$ cat src/verilog/gpc_pkg.sv
/*
  gpc_pkg: constants and types shared by the gigabit physical-side
  adapter and its receive FIFO.
  Assumes a single system clock of 50 MHz sampling every link pin.
*/
package gpc_pkg;

  // clock figures
  localparam int GPC_CLK_MHZ = 50;
  localparam int GPC_TX_REF_MHZ = 125;

  // stream widths and buffer sizing
  localparam int GPC_DATA_W = 8;
  localparam int GPC_FIFO_DEPTH = 16;

  // receive word layout inside the FIFO: {last, err, data}
  localparam int GPC_RXW_ERR = 8;
  localparam int GPC_RXW_LAST = 9;
  localparam int GPC_RXW_W = 10;

  // forwarded clock: system cycles per half period, default figure
  localparam int GPC_TX_HALF = 1;

  // receive input delay line: longest setting and default setting
  localparam int GPC_RX_DLY_MAX = 4;
  localparam int GPC_RX_DLY_DEF = 0;

  // reset values
  localparam logic [7:0] GPC_TXD_RST = 8'h00;
  localparam logic [9:0] GPC_RXW_RST = 10'h000;

  // transmit sequencer states
  typedef enum logic [1:0] {
    GPC_TX_IDLE = 2'b00,
    GPC_TX_SEND = 2'b01,
    GPC_TX_DRAIN = 2'b10
  } gpc_tx_state_t;

endpackage

$ cat src/verilog/gpc_fifo.sv
/*
  gpc_fifo: flip-flop FIFO with valid/ready on both sides and a
  registered output stage.
  Assumes writer and reader share one clock and one clock enable.
*/
`timescale 1ns/100ps
module gpc_fifo import gpc_pkg::*; #(
  parameter int WIDTH = GPC_RXW_W,
  parameter int DEPTH = GPC_FIFO_DEPTH
) (
  input wire logic clk, // system clock
  input wire logic reset_n, // async reset, active low
  input wire logic ce, // clock enable
  input wire logic [WIDTH-1:0] in_data, // write word
  input wire logic in_valid, // write request
  output logic in_ready, // room for a word
  output logic [WIDTH-1:0] out_data, // registered read word
  output logic out_valid, // read word present
  input wire logic out_ready // reader takes word
);
  localparam int AW = (DEPTH > 1) ? $clog2(DEPTH) : 1;

  // refuse shapes the pointer logic cannot serve
  generate
    if (DEPTH < 2 || (DEPTH & (DEPTH - 1)) != 0 || WIDTH < 1) begin : g_chk
      $error("gpc_fifo: depth must be a power of two, width positive");
    end
  endgenerate

  typedef struct packed {
    logic [DEPTH-1:0][WIDTH-1:0] mem;
    logic [AW-1:0] wptr;
    logic [AW-1:0] rptr;
    logic [AW:0] cnt;
    logic [WIDTH-1:0] odata;
    logic ovalid;
  } gpc_fifo_state_t;

  gpc_fifo_state_t st_ff;
  gpc_fifo_state_t nxt_st;
  logic do_wr;
  logic do_rd;

  // honest full: ready only while storage has a free slot
  assign in_ready = (st_ff.cnt < (AW+1)'(DEPTH));
  assign out_data = st_ff.odata;
  assign out_valid = st_ff.ovalid;

  // next state: write, move head into output stage, count
  always_comb begin
    nxt_st = st_ff;
    do_wr = in_valid && in_ready;
    do_rd = (st_ff.cnt != '0) && (!st_ff.ovalid || out_ready);
    if (do_wr) begin
      nxt_st.mem[st_ff.wptr] = in_data;
      nxt_st.wptr = st_ff.wptr + 1'b1;
    end
    if (st_ff.ovalid && out_ready) begin
      nxt_st.ovalid = 1'b0;
    end
    if (do_rd) begin
      nxt_st.odata = st_ff.mem[st_ff.rptr];
      nxt_st.ovalid = 1'b1;
      nxt_st.rptr = st_ff.rptr + 1'b1;
    end
    if (do_wr && !do_rd) begin
      nxt_st.cnt = st_ff.cnt + 1'b1;
    end else if (do_rd && !do_wr) begin
      nxt_st.cnt = st_ff.cnt - 1'b1;
    end
  end

  // state register, frozen while ce is low
  always_ff @(posedge clk or negedge reset_n) begin
    if (!reset_n) begin
      st_ff <= '0;
    end else if (ce) begin
      st_ff <= nxt_st;
    end
  end

endmodule // gpc_fifo

$ cat src/verilog/gpc_gmii_phy_side.sv
/*
  gpc_gmii_phy_side: physical-side adapter between a byte stream and
  an external gigabit PHY over the byte-wide media interface.
  Assumes clk is the transmit reference feeding this block and the
  user transmit logic, and that every PHY pin, including the PHY
  receive clock, is asynchronous and sampled here.
*/
// Summary of operation
// - every transmit data and control pin is driven straight from a final register.
// - the forwarded transmit clock comes from a register updated with the data.
// - the forwarded clock is inverted so its rising edge sits mid data period.
// - collision and carrier sense are treated as asynchronous and registered on entry.
// - receive data and control are sampled on the PHY receive clock rising edges.
// - a build-time delay setting moves the receive sampling point.
// - the PLL receive variant refuses half duplex and runs full duplex.
// - in the PLL receive variant the receiver goes inactive without lock.
// - several instances may share one transmit reference clock.
// - each instance has its own receive clock, never shared.
`timescale 1ns/100ps
module gpc_gmii_phy_side import gpc_pkg::*; #(
  parameter int TX_HALF = GPC_TX_HALF,
  parameter int RX_DELAY = GPC_RX_DLY_DEF,
  parameter bit PLL_RX = 1'b0,
  parameter int FIFO_DEPTH = GPC_FIFO_DEPTH
) (
  input wire logic clk, // transmit reference, shared
  input wire logic reset_n, // async reset, active low
  input wire logic ce, // clock enable
  input wire logic half_duplex, // half duplex requested
  input wire logic [7:0] tx_data, // user transmit byte
  input wire logic tx_valid, // user byte present
  input wire logic tx_last, // last byte of frame
  output logic tx_ready, // byte taken this cycle
  output logic [7:0] gmii_txd, // transmit data pins
  output logic gmii_tx_en, // transmit enable pin
  output logic gmii_tx_er, // transmit error pin
  output logic gmii_tx_clk, // forwarded transmit clock
  input wire logic gmii_col, // collision pin, async
  input wire logic gmii_crs, // carrier sense pin, async
  output logic col_seen, // collision, synchronised
  output logic crs_seen, // carrier, synchronised
  input wire logic gmii_rx_clk, // PHY receive clock pin
  input wire logic [7:0] gmii_rxd, // receive data pins
  input wire logic gmii_rx_dv, // receive data valid pin
  input wire logic gmii_rx_er, // receive error pin
  input wire logic rx_pll_locked, // receive PLL lock, async
  output logic [7:0] rx_data, // user receive byte
  output logic rx_err, // byte carried an error
  output logic rx_last, // last byte of frame
  output logic rx_valid, // receive byte present
  input wire logic rx_ready, // user takes receive byte
  output logic rx_active, // receiver running
  output logic rx_overflow, // byte lost, one cycle
  output logic hd_refused // half duplex refused
);

  localparam int DLY_N = GPC_RX_DLY_MAX + 1;

  // refuse settings the logic cannot serve
  generate
    if (TX_HALF < 1 || RX_DELAY < 0 || RX_DELAY > GPC_RX_DLY_MAX) begin : g_chk
      $error("gpc_gmii_phy_side: bad forwarded clock or delay setting");
    end
  endgenerate

  typedef struct packed {
    // transmit side
    logic [15:0] phase;
    logic tclk;
    logic [7:0] txd;
    logic tx_en;
    logic tx_er;
    logic tx_rdy;
    logic [7:0] hold_d;
    logic hold_last;
    logic hold_vld;
    gpc_tx_state_t tst;
    logic col_m;
    logic col_s;
    logic crs_m;
    logic crs_s;
    // receive side
    logic rclk_m;
    logic rclk_s;
    logic rclk_d;
    logic [GPC_RXW_W-1:0] rxw_m;
    logic [GPC_RXW_W-1:0] rxw_s;
    logic [DLY_N-1:0][GPC_RXW_W-1:0] dly;
    logic lock_m;
    logic lock_s;
    logic [7:0] pend_d;
    logic pend_er;
    logic pend_vld;
    logic push;
    logic [GPC_RXW_W-1:0] push_w;
    logic ovf;
    logic ract;
    logic hd_ref;
  } gpc_state_t;

  gpc_state_t st_ff;
  gpc_state_t nxt_st;
  logic fifo_in_ready;
  logic [GPC_RXW_W-1:0] fifo_out_data;
  logic fifo_out_valid;
  logic hd_eff;
  logic slot_end;
  logic rclk_rise;
  logic [GPC_RXW_W-1:0] rx_sample;
  logic lock_ok;

  // pack a receive word for the FIFO
  function automatic logic [GPC_RXW_W-1:0] rx_word(input logic [7:0] d,
      input logic er, input logic last);
    rx_word = {last, er, d};
  endfunction

  // transmit outputs straight from the final registers
  assign gmii_txd = st_ff.txd;
  assign gmii_tx_en = st_ff.tx_en;
  assign gmii_tx_er = st_ff.tx_er;
  assign gmii_tx_clk = st_ff.tclk;
  assign tx_ready = st_ff.tx_rdy;
  assign col_seen = st_ff.col_s;
  assign crs_seen = st_ff.crs_s;
  assign rx_active = st_ff.ract;
  assign rx_overflow = st_ff.ovf;
  assign hd_refused = st_ff.hd_ref;

  // receive buffer output, registered inside the FIFO
  assign rx_data = fifo_out_data[7:0];
  assign rx_err = fifo_out_data[GPC_RXW_ERR];
  assign rx_last = fifo_out_data[GPC_RXW_LAST];
  assign rx_valid = fifo_out_valid;

  // decoded terms used by the next-state logic
  always_comb begin
    // PLL receive variant runs full duplex only
    hd_eff = half_duplex && !PLL_RX;
    slot_end = (st_ff.phase == 16'(2 * TX_HALF - 1));
    // edge found from the second synchroniser stage onward
    rclk_rise = st_ff.rclk_s && !st_ff.rclk_d;
    rx_sample = st_ff.dly[RX_DELAY];
    lock_ok = !PLL_RX || st_ff.lock_s;
  end

  // next state of the whole block
  always_comb begin
    nxt_st = st_ff;
    nxt_st.tx_rdy = 1'b0;
    nxt_st.push = 1'b0;
    nxt_st.ovf = 1'b0;

    // pin synchronisers, two stages each
    nxt_st.col_m = gmii_col;
    nxt_st.col_s = st_ff.col_m;
    nxt_st.crs_m = gmii_crs;
    nxt_st.crs_s = st_ff.crs_m;
    nxt_st.rclk_m = gmii_rx_clk;
    nxt_st.rclk_s = st_ff.rclk_m;
    nxt_st.rclk_d = st_ff.rclk_s;
    nxt_st.rxw_m = {1'b0, gmii_rx_er, gmii_rxd};
    nxt_st.rxw_m[GPC_RXW_LAST] = gmii_rx_dv;
    nxt_st.rxw_s = st_ff.rxw_m;
    nxt_st.lock_m = rx_pll_locked;
    nxt_st.lock_s = st_ff.lock_m;
    nxt_st.hd_ref = half_duplex && PLL_RX;

    // input delay line, tap chosen at build time
    nxt_st.dly[0] = st_ff.rxw_s;
    for (int i = 1; i < DLY_N; i++) begin
      nxt_st.dly[i] = st_ff.dly[i-1];
    end

    // forwarded clock: low in first half of a slot, so it rises mid data
    if (slot_end) begin
      nxt_st.phase = '0;
    end else begin
      nxt_st.phase = st_ff.phase + 16'h0001;
    end
    nxt_st.tclk = (nxt_st.phase >= 16'(TX_HALF));

    // offer one take per slot, on the cycle before the slot ends
    if (st_ff.phase == 16'(2 * TX_HALF - 2) || (TX_HALF == 1 && slot_end
        && 1'b0)) begin
      nxt_st.tx_rdy = 1'b1;
    end

    // pins change at the slot boundary, with the clock falling;
    // a byte taken in this same cycle refills the hold stage below
    if (slot_end) begin
      nxt_st.txd = st_ff.hold_vld ? st_ff.hold_d : GPC_TXD_RST;
      nxt_st.tx_en = st_ff.hold_vld;
      nxt_st.tx_er = (st_ff.tst == GPC_TX_DRAIN) && st_ff.tx_en;
      nxt_st.hold_vld = 1'b0;
    end

    // transmit sequencer
    case (st_ff.tst)
      GPC_TX_IDLE: begin
        // half duplex defers while carrier is present
        if (tx_valid && st_ff.tx_rdy && !(hd_eff && st_ff.crs_s)) begin
          nxt_st.hold_d = tx_data;
          nxt_st.hold_last = tx_last;
          nxt_st.hold_vld = 1'b1;
          nxt_st.tst = tx_last ? GPC_TX_IDLE : GPC_TX_SEND;
        end
        if (hd_eff && st_ff.crs_s && !st_ff.hold_vld) begin
          nxt_st.tx_rdy = 1'b0;
        end
      end
      GPC_TX_SEND: begin
        if (hd_eff && st_ff.col_s && st_ff.tx_en) begin
          // collision: drop the rest of the frame
          nxt_st.tst = GPC_TX_DRAIN;
          nxt_st.hold_vld = 1'b0;
        end else if (tx_valid && st_ff.tx_rdy) begin
          nxt_st.hold_d = tx_data;
          nxt_st.hold_last = tx_last;
          nxt_st.hold_vld = 1'b1;
          if (tx_last) begin
            nxt_st.tst = GPC_TX_IDLE;
          end
        end
      end
      GPC_TX_DRAIN: begin
        if (tx_valid && st_ff.tx_rdy && tx_last) begin
          nxt_st.tst = GPC_TX_IDLE;
        end
      end
      default: begin
        nxt_st.tst = GPC_TX_IDLE;
      end
    endcase

    // receiver activity follows lock in the PLL variant
    nxt_st.ract = lock_ok;

    // sample at each receive clock rising edge
    if (!lock_ok) begin
      nxt_st.pend_vld = 1'b0;
    end else if (rclk_rise) begin
      if (st_ff.pend_vld) begin
        nxt_st.push = 1'b1;
        nxt_st.push_w = rx_word(st_ff.pend_d, st_ff.pend_er,
            !rx_sample[GPC_RXW_LAST]);
      end
      nxt_st.pend_vld = rx_sample[GPC_RXW_LAST];
      nxt_st.pend_d = rx_sample[7:0];
      nxt_st.pend_er = rx_sample[GPC_RXW_ERR];
    end

    // a byte offered to a full buffer is lost and flagged
    if (st_ff.push && !fifo_in_ready) begin
      nxt_st.ovf = 1'b1;
    end
  end

  // state register, frozen while ce is low; one shared transmit clock
  always_ff @(posedge clk or negedge reset_n) begin
    if (!reset_n) begin
      st_ff <= '0;
    end else if (ce) begin
      st_ff <= nxt_st;
    end
  end

  // receive buffer towards the user stream
  gpc_fifo #(
    .WIDTH(GPC_RXW_W),
    .DEPTH(FIFO_DEPTH)
  ) u_rx_fifo (
    .clk(clk),
    .reset_n(reset_n),
    .ce(ce),
    .in_data(st_ff.push_w),
    .in_valid(st_ff.push),
    .in_ready(fifo_in_ready),
    .out_data(fifo_out_data),
    .out_valid(fifo_out_valid),
    .out_ready(rx_ready)
  );

endmodule // gpc_gmii_phy_side

$ cat config.mk
export PLATFORM = sky130hd
export DESIGN_NAME = gpc_gmii_phy_side
export DESIGN_NICKNAME = d
export VERILOG_FILES = /design/src/verilog/gpc_pkg.sv /design/src/verilog/gpc_fifo.sv /design/src/verilog/gpc_gmii_phy_side.sv
export SDC_FILE = /design/constraint.sdc
export NUM_CORES = 1
export LEC_CHECK = 0
export BUFFER_PORTS_ARGS = -buffer_cell sky130_fd_sc_hd__buf_2
export CAP_MARGIN = 30
export CORE_MARGIN = 2
export CORE_UTILIZATION = 35
export DETAILED_ROUTE_END_ITERATION = 8
export RECOVER_POWER = 25
export SYNTH_ARGS = -nofsm -noshare
export SYNTH_HDL_FRONTEND = slang
export SYNTH_SLANG_ARGS = --single-unit
$ cat constraint.sdc
create_clock -name clk -period 4.2 [get_ports clk]
set_clock_uncertainty 0.05 [all_clocks]
set_input_delay 1.26 -clock clk [delete_from_list [all_inputs] [get_ports clk]]
set_output_delay 1.26 -clock clk [all_outputs]
set_load 0.05 [all_outputs]
Yosys cells after proc, flatten, opt, wreduce, memory -nomap -nowiden
Index checks and enable logic that the tools add are counted.

Bits in registers: 283. Bits in latches: 0. Memory bits (writable): 0. Bits in read-only memories: 0. Input port bits: 29. Logic and storage cells: 133. Memories kept: 0.

Add/sub/neg operators: 5. Multipliers: 0. Divide/modulo/power cells: 0. Order comparisons: 5. Equal/unequal tests: 9. Shift operators: 0. Mux-type cells: 27. Bitwise gates (word level): 0. Reduce and logical (&&, ||, !) cells: 40.

Operator list (count): bitwise mux 160 bit (1); binary-select mux 10 bit (select 4 bit) (1); demux 10 bit (select 4 bit) (1); two-way mux 12 bit (2); two-way mux 11 bit (2); two-way mux 10 bit (2); one-hot mux 10 bit (2 select lines) (1); adder 16 x 1 -> 16 bit (second input constant) (1); equality test 16 x 1 -> 1 bit (second input constant) (1); >= comparator 16 x 1 -> 1 bit (second input constant) (1); logical AND 1 bit (16); zero test 16 bit (1); two-way mux 16 bit (1); AND reduction 2 bit (6); less-than comparator 4 x 5 -> 1 bit (second input constant) (2); two-way mux 5 bit (2); AND reduction 5 bit (2); two-way mux 9 bit (1); adder 4 x 1 -> 4 bit (second input constant) (2); zero test 1 bit (8); two-way mux 1 bit (8); two-way mux 8 bit (1); inequality test 2 bit (second input constant) (3); inequality test 3 bit (second input constant) (2); 15 further kinds (18).

Depth between registers and ports, before layout
Gate-level depths: netlist of the first run.

Depth in word-level cells: 7. Gate-level depth with buffers: 10.

Modules after synthesis
A second synthesis of the first run with hierarchy kept.

Cell total of the unflattened synthesis: 902. Area total of the unflattened synthesis: 12846.1 um^2.

Modules (own cells, without submodules): gpc_fifo (instances 1, cells an instance 541, area each 8560.7 um^2, seq. area each 4604.4 um^2); gpc_gmii_phy_side (instances 1, cells an instance 361, area each 4285.4 um^2, seq. area each 2477.4 um^2).

Worst setup path before layout of the first run
Ideal clock, no wire load.

Kind: input-to-reg. Start point: input port ce. End point: register u_rx_fifo.st_ff[84] (netlist name). Setup time: 125 ps. Arrival time: 2769 ps. Data required time: 4025 ps. Setup slack: 1256 ps. Cell stages on the path: 7. Buffers on the path: 2. Cells stage by stage: buf_2 > inv_1 > nor3_1 > buf_2 > nand2_1 > nor2_2 > mux2_2.

Longest elaborated chain between the ends: 1.

Ends and longest elaborated chain: from (decl) (RTL line gpc_gmii_phy_side.sv:28) `input wire logic ce,`; AND reduction 2 bit (no line); to (signal assigned) (RTL line gpc_fifo.sv:78) `st_ff <= nxt_st;`; to (decl) (RTL line gpc_fifo.sv:39) `gpc_fifo_state_t st_ff;`.

No other way between the ends. A chain may end at the register's enable or synchronous reset.

Worst setup path after layout of the first run
Start point: input port ce. End point: register u_rx_fifo.st_ff[183] (netlist name).

Same word-level chain as after synthesis.

==> results of run 1 <==
==> cell families (layout without fill, tap and decap cells) <==
family          Yosys count  in the layout
flops                   283            283
other cells               1              1
buf+inv                  80            136
fa+ha+maj                13             13
simple gates            180            180
xor+xnor                 23             23
mux                     274            274
compound gates           62             62
==> report_power, final <==
part | leakage (nW) | switching (mW) | internal (mW)
Clock | 0.528 | 1.09 | 1.70
Sequential | 3.77 | 0.650 | 3.09
Combinational | 2.38 | 0.578 | 0.695
Total | 6.68 | 2.32 | 5.49
==> area by class of cell <==
cell class	count	area, um^2
fillers	3391	21300
flip-flops and latches	283	7080
multi-input cells	553	5250
clock buffers	44	925
well taps	461	577
repair buffers	68	424
clock inverters	11	140
inverters	13	48.8
==> cells in the final DEF (no fill, tap or decap), drive strengths merged, types with 14 or more instances in the layout <==
master  instances
nor2           26
xnor2          14
o21ai          40
buf            66
mux2          221
nand3          15
nand2          97
dfrtp         283
mux4           50
clkbuf         46
==> critical path, delay by kind of cell <==
kind	cells	cell delay, ns
buffers and inverters	3	0.59
AND/OR/NAND/NOR	3	1.00
multiplexers	1	0.41
==> metal layers <==
metal,up-vias,wire (um),global-route usage
li1,3339,-,-
met1,3763,12500,0.200
met2,98,11700,0.218
met3,31,806,0.0198
met4,0,422,0.0325
met5,-,0,0
==> sequential cells by signal, summed over array words and instances (netlist names), 8 cells and up <==
name / flops
u_rx_fifo.st_ff: 173
nxt_st: 24
st_ff: 49
rx_sample: 10
gmii_txd: 8
u_rx_fifo.out_data: 10
==> path summary, 6_finish.rpt <==
| path | start | end | slack (ns) | depth (start not counted) |
|---|---|---|---|---|
| setup / recovery | ce | u_rx_fifo.st_ff[183] | 1.30 | 7 |
| hold / removal | rx_sample[4] | st_ff[20] | 0.42 | 2 |
| setup reg to reg | u_rx_fifo.st_ff[15] | u_rx_fifo.st_ff[15] | 1.33 | 10 |
| hold reg to reg | rx_sample[4] | st_ff[20] | 0.42 | 2 |
| max in group asynchronous | reset_n | u_rx_fifo.st_ff[17] | 1.42 | 2 |
| min in group asynchronous | reset_n | u_rx_fifo.st_ff[73] | 1.33 | 1 |
==> per-stage QoR <==
step,setup WS [ns],instances,power [mW],util
final,1.30,1433,7.80,0.404
after global routing,1.01,1433,8.23,0.404
after CTS,1.30,1433,7.91,0.404
after detailed placement,0.809,1378,5.09,0.375
after global placement,0.877,1378,5.05,0.375
after floorplan,1.26,916,4.66,-
==> flow_summary.toml, run 1 <==
[run_status]
outcome = "finished, violations left"
violations = "max-capacitance violations, max-slew violations"

[worst_setup_path]
critPathArrivalTime_ns = 3.28
crit_slowest_cell = "nor2_2"
slowest_delay_ns = 0.64
path_max_fanout = 12
cp-start-kind = "input pin"
worstSetupEndpointType = "register"
crit_chain = "clkbuf_1 -> inv_1 -> nor3_1 -> buf_4 -> nand2_1 -> nor2_2 -> mux2_2"
critical_path_class = "input pin to register"
worstPathRequired_ns = 4.58

[timing]
period_share = 0.691
drv_slew = 83
max_freq_ghz = 0.345
setup-tns-final_ns = 0
max-slew-margin-rel = -0.484
rsz0062_at_grt = "no"
setup_violations = 0
hold_violations = 0
tightest_slew_ns = 2.23
finalCriticalPeriod_ns = 2.90
hold_ws_ns = 0.416

[logic_synthesis]
synth-xor-area-share = 0.0158
ys_seq_area_frac = 0.556
synth_edf_count = 0
syn_area_um2 = 12700
synth_compound_area_frac = 0.0279
synth.area.mux_share = 0.286
synth-seq-cells = 283
yosys.area_share.simple = 0.0683
synth_top_family_by_area = "multiplexers"
yosysTopAreaCellShare = 0.556
synth_adder_area_share = 0.0134
synthFlopType = "dfrtp_1"
avgSynthCellArea_um2 = 13.9
syn_inst = 916
async_flop_share = 1.00
ys_warn_count = 0
synth_nets = 958
synth_area_leaders = "dfrtp_1, mux2_2, mux4_2, nand2_1, o21ai_0"
netlist_top_cells_count = "dfrtp_1, mux2_2, nand2_1, mux4_2, o21ai_0"
netlist-cell-type-count = 48
yosysMostFrequentCell = "dfrtp_1"
netlist.top_cell.by_area = "dfrtp_1"

[grt]
overflow = 0
grt_pass1_vias = 7388
track_usage = 0.138
grt_first_pass_wirelength_um = 41800
grt_max_degree = 86
antenna_found_initial = 0

[power]
cellPowerDensity_nw_per_um2 = 540
vdd_drop_max_mv = 0.295
p_leak_nw = 6.68

[die]
dieArea_um2 = 37900
die_w_um = 195
coreArea_um2 = 35700
start_util = 0.356
pin_count = 57
die_h_um = 195
num_rows = 69

[detailed_routing]
wire_per_inst_um = 17.7
detailedRoute.firstIterationViolations = 327
routed_wl_um = 25400
drc = 0
routed_via_density = 5.05
ant_nets = 0
dr_total_vias = 7231
firstDrtPassIters = 4

[placement]
gp_congestion = 0.756
io_buffers = 54
placed_area_um2 = 13400
dp_hpwl_um = 16100

[finish]
area_growth_pct = 13.4
antenna_cells = 0
fin_area_um2 = 14400
layout-drive-gt1-share = 0.423
nNetsFinal = 992

[cts]
ctsResizeCount = 0
cts-buffers-inserted = 31
cts-root-buf = "clkbuf_16"
postCtsSetupBuffers = 0
clkTransAtPathRegs_ns = 0.06
cts_tree = "built"
clockBufferDepth = 3
cts_hold_buf = 0
insertion_delay_ns = 0.55
cts-htree-levels = 1
clkSinkCount = 283

[min_path]
hp-class = "register to register"

[job]
max_cap_viol_count = 1
Note: power is estimated with default switching activity, not from simulation.
==> run 2: changes to the inputs <==
Settings changed: ABC_AREA set to 1.
Clock period 4.2 ns to 2.34 ns, I/O delays scaled along.
==> run 2 against run 1 <==
Net effect:
- the run still ends with max-capacitance violations, max-slew violations left
- sequential power up 67%
- non-clock buffer count grew 49
- clock power grew 75%
- first-iteration DRC count up 140%
- core utilization up 0.13 points
- synthesized area increased by 1.4%
- total power up 110%
- largest power group unchanged
==> flow_summary.toml, run 2 <==
[run_status]
outcome = "finished, violations left"
violations = "max-capacitance violations, max-slew violations"

[die]
start_util = 0.354
num_rows = 70
die_h_um = 196
pin_count = 57
coreArea_um2 = 36500
die_w_um = 196
dieArea_um2 = 38500

[finish]
area_growth_pct = 14.6
fin_area_um2 = 14800
top_register = "u_rx_fifo.st_ff"
largest_register_ffs = 173
most-common-layout-cells = "nand2_1, dfrtp_1, o21ai_0, nor2_1, inv_1"
antenna_cells = 0
layout-drive-gt1-share = 0.113
nFillCells = 3723
nNetsFinal = 1640
layout.cells.most_common = "nand2_1"
fin_cells = 2085

[worst_setup_path]
worstPathRequired_ns = 2.71
crit_family = "simple AND/OR/NAND/NOR gates"
critical_path_class = "register to register"
critPathArrivalTime_ns = 2.50
critPathMostFrequentCell = "o21ai_0"
crit_chain = "nor2_1 -> nand3_1 -> o21ai_0 -> ha_1 -> inv_1 -> fa_2 -> and3_1 -> o21ai_0 -> nand2_1 -> nor2_2 -> xor2_1"
worstSetupEndpointType = "register"
worst-path-buf-inv = 1
path_max_fanout = 6
cp-start-kind = "register"
crit_slowest_cell = "dfrtp_1"
slowest_delay_ns = 0.41

[detailed_routing]
firstDrtPassIters = 5
routed_via_density = 4.97
drc = 0
ant_nets = 0
routed_wl_um = 31600
wire_per_inst_um = 15.1
detailedRoute.firstIterationViolations = 797
dr_total_vias = 10356

[grt]
grt_first_pass_wirelength_um = 53300
grt_max_degree = 87
track_usage = 0.172
antenna_found_initial = 0
overflow = 0
grt_pass1_vias = 10232

[timing]
max-slew-margin-rel = -0.133
drv_slew = 56
tightest_slew_ns = 1.70
period_share = 0.908
hold_violations = 0
setup-tns-final_ns = 0
max_freq_ghz = 0.471
setup_violations = 0
finalCriticalPeriod_ns = 2.13

[logic_synthesis]
synth_compound_area_frac = 0.157
synth_top_family_by_area = "simple AND/OR/NAND/NOR gates"
netlist-cell-type-count = 35
ys_warn_count = 0
yosysMostFrequentCell = "nand2_1"
synth_nets = 1597
netlist_top_cells_count = "nand2_1, dfrtp_1, o21ai_0, nor2_1, inv_1"
avgSynthCellArea_um2 = 8.31
synthFlopType = "dfrtp_1"
synth-xor-area-share = 0.00678
yosysTopAreaCellShare = 0.548
synth_adder_area_share = 0.0132
synth-seq-cells = 283
ys_seq_area_frac = 0.548
yosys.area_share.simple = 0.193
synth_edf_count = 0
synth.area.mux_share = 0
syn_inst = 1555
async_flop_share = 1.00
netlist.top_cell.by_area = "dfrtp_1"
syn_area_um2 = 12900
synth_area_leaders = "dfrtp_1, nand2_1, o21ai_0, nor2_1, a21oi_1"

[power]
p_leak_nw = 7.10
cellPowerDensity_nw_per_um2 = 1090
vdd_drop_max_mv = 0.552

[cts]
cts-root-buf = "clkbuf_16"
clkSinkCount = 283
cts-htree-levels = 2
cts_tree = "built"
cts-buffers-inserted = 34
clkTransAtPathRegs_ns = 0.06
cts_hold_buf = 0
insertion_delay_ns = 0.51
clockBufferDepth = 3

[placement]
io_buffers = 54
dpl.cell_count = 2029
dp_hpwl_um = 20800
gp_congestion = 0.847
placed_area_um2 = 13800

[job]
max_cap_viol_count = 1

[min_path]
hp-class = "input pin to register"
[run 2: cell types whose count changed in the layout (fill, tap and decap cells not counted), moves of 87 or more]
cell,previous run,this run
inv_1,13,120
nor2_1,14,139
a21oi_1,5,92
nand2_1,96,387
mux2_2,220,0
o21ai_0,40,242
[run 2: through the flow]
stage | worst slack (ns) | hold slack, ns | util | power (mW)
floorplan | 0.0996 | 0.356 | - | 9.71
global placement | -0.141 | 0.396 | 0.377 | 11.2
detailed placement | -0.0393 | 0.398 | 0.377 | 11.3
CTS | 0.155 | 0.100 | 0.406 | 16.3
global route | -0.00104 | 0.342 | 0.405 | 17.2
finish | 0.215 | 0.338 | 0.405 | 16.1
[run 2: cell type report]
cell class / instances / area [um^2] / area share
clock buffers: 50 / 981 / 0.0662
clock inverters: 5 / 46.3 / 0.00313
inverters: 132 / 495 / 0.0335
multi-input cells: 1030 / 4790 / 0.323
flip-flops and latches: 283 / 7080 / 0.478
well taps: 468 / 586 / 0.0395
repair buffers: 117 / 825 / 0.0557
[run 2: path summary, 6_finish.rpt]
path / startpoint / to / slack (ns) / cells after the start
max: u_rx_fifo.st_ff[13] / u_rx_fifo.st_ff[15] / 0.21 / 11
min: gmii_rxd[5] / nxt_st[81] / 0.34 / 3
max reg2reg: u_rx_fifo.st_ff[13] / u_rx_fifo.st_ff[15] / 0.21 / 11
min reg2reg: rx_sample[9] / st_ff[12] / 0.41 / 1
max in group asynchronous: reset_n / st_ff[138] / 0.49 / 2
min in group asynchronous: reset_n / st_ff[110] / 0.59 / 1
[run 2: worst register-to-register path, delay by kind of cell (launching register included)]
family | cells | cell delay [ns]
AND/OR/NAND/NOR | 5 | 0.56
adder cells (fa/ha/maj) | 2 | 0.52
flip-flops | 1 | 0.41
AO/OA/AOI/OAI | 2 | 0.25
XOR/XNOR | 1 | 0.16
buffers and inverters | 1 | 0.10
[run 2: repair_timing]
item	4_1_cts	5_1_grt
resized for setup	0	2
endpoints found under the setup margin	0	1
setup buffers	0	1
[run 2: kinds of logic (layout without fill, tap and decap cells)]
family                     after synthesis  count (layout)
adders and majority gates               13              13
and+or+nand+nor                        624             624
buffers and inverters                  242             304
other                                    1               1
xor gates and xnor gates                10              10
DFF                                    283             283
AOI/OAI and AO/OA                      382             382
[run 2: layer usage]
| metal | vias up | wire (um) | share of wire | global-route usage |
|---|---|---|---|---|
| met2 | 238 | 14500 | 0.46 | 0.277 |
| met5 | - | 0 | 0 | 0 |
| met4 | 0 | 835 | 0.026 | 0.0553 |
| met1 | 4958 | 14700 | 0.47 | 0.238 |
| met3 | 56 | 1500 | 0.048 | 0.0278 |
| li1 | 5104 | - | - | - |
[run 2: power breakdown]
group	internal [mW]	switching [mW]
logic	1.55	3.43
registers	5.69	0.550
clock network	2.90	1.98
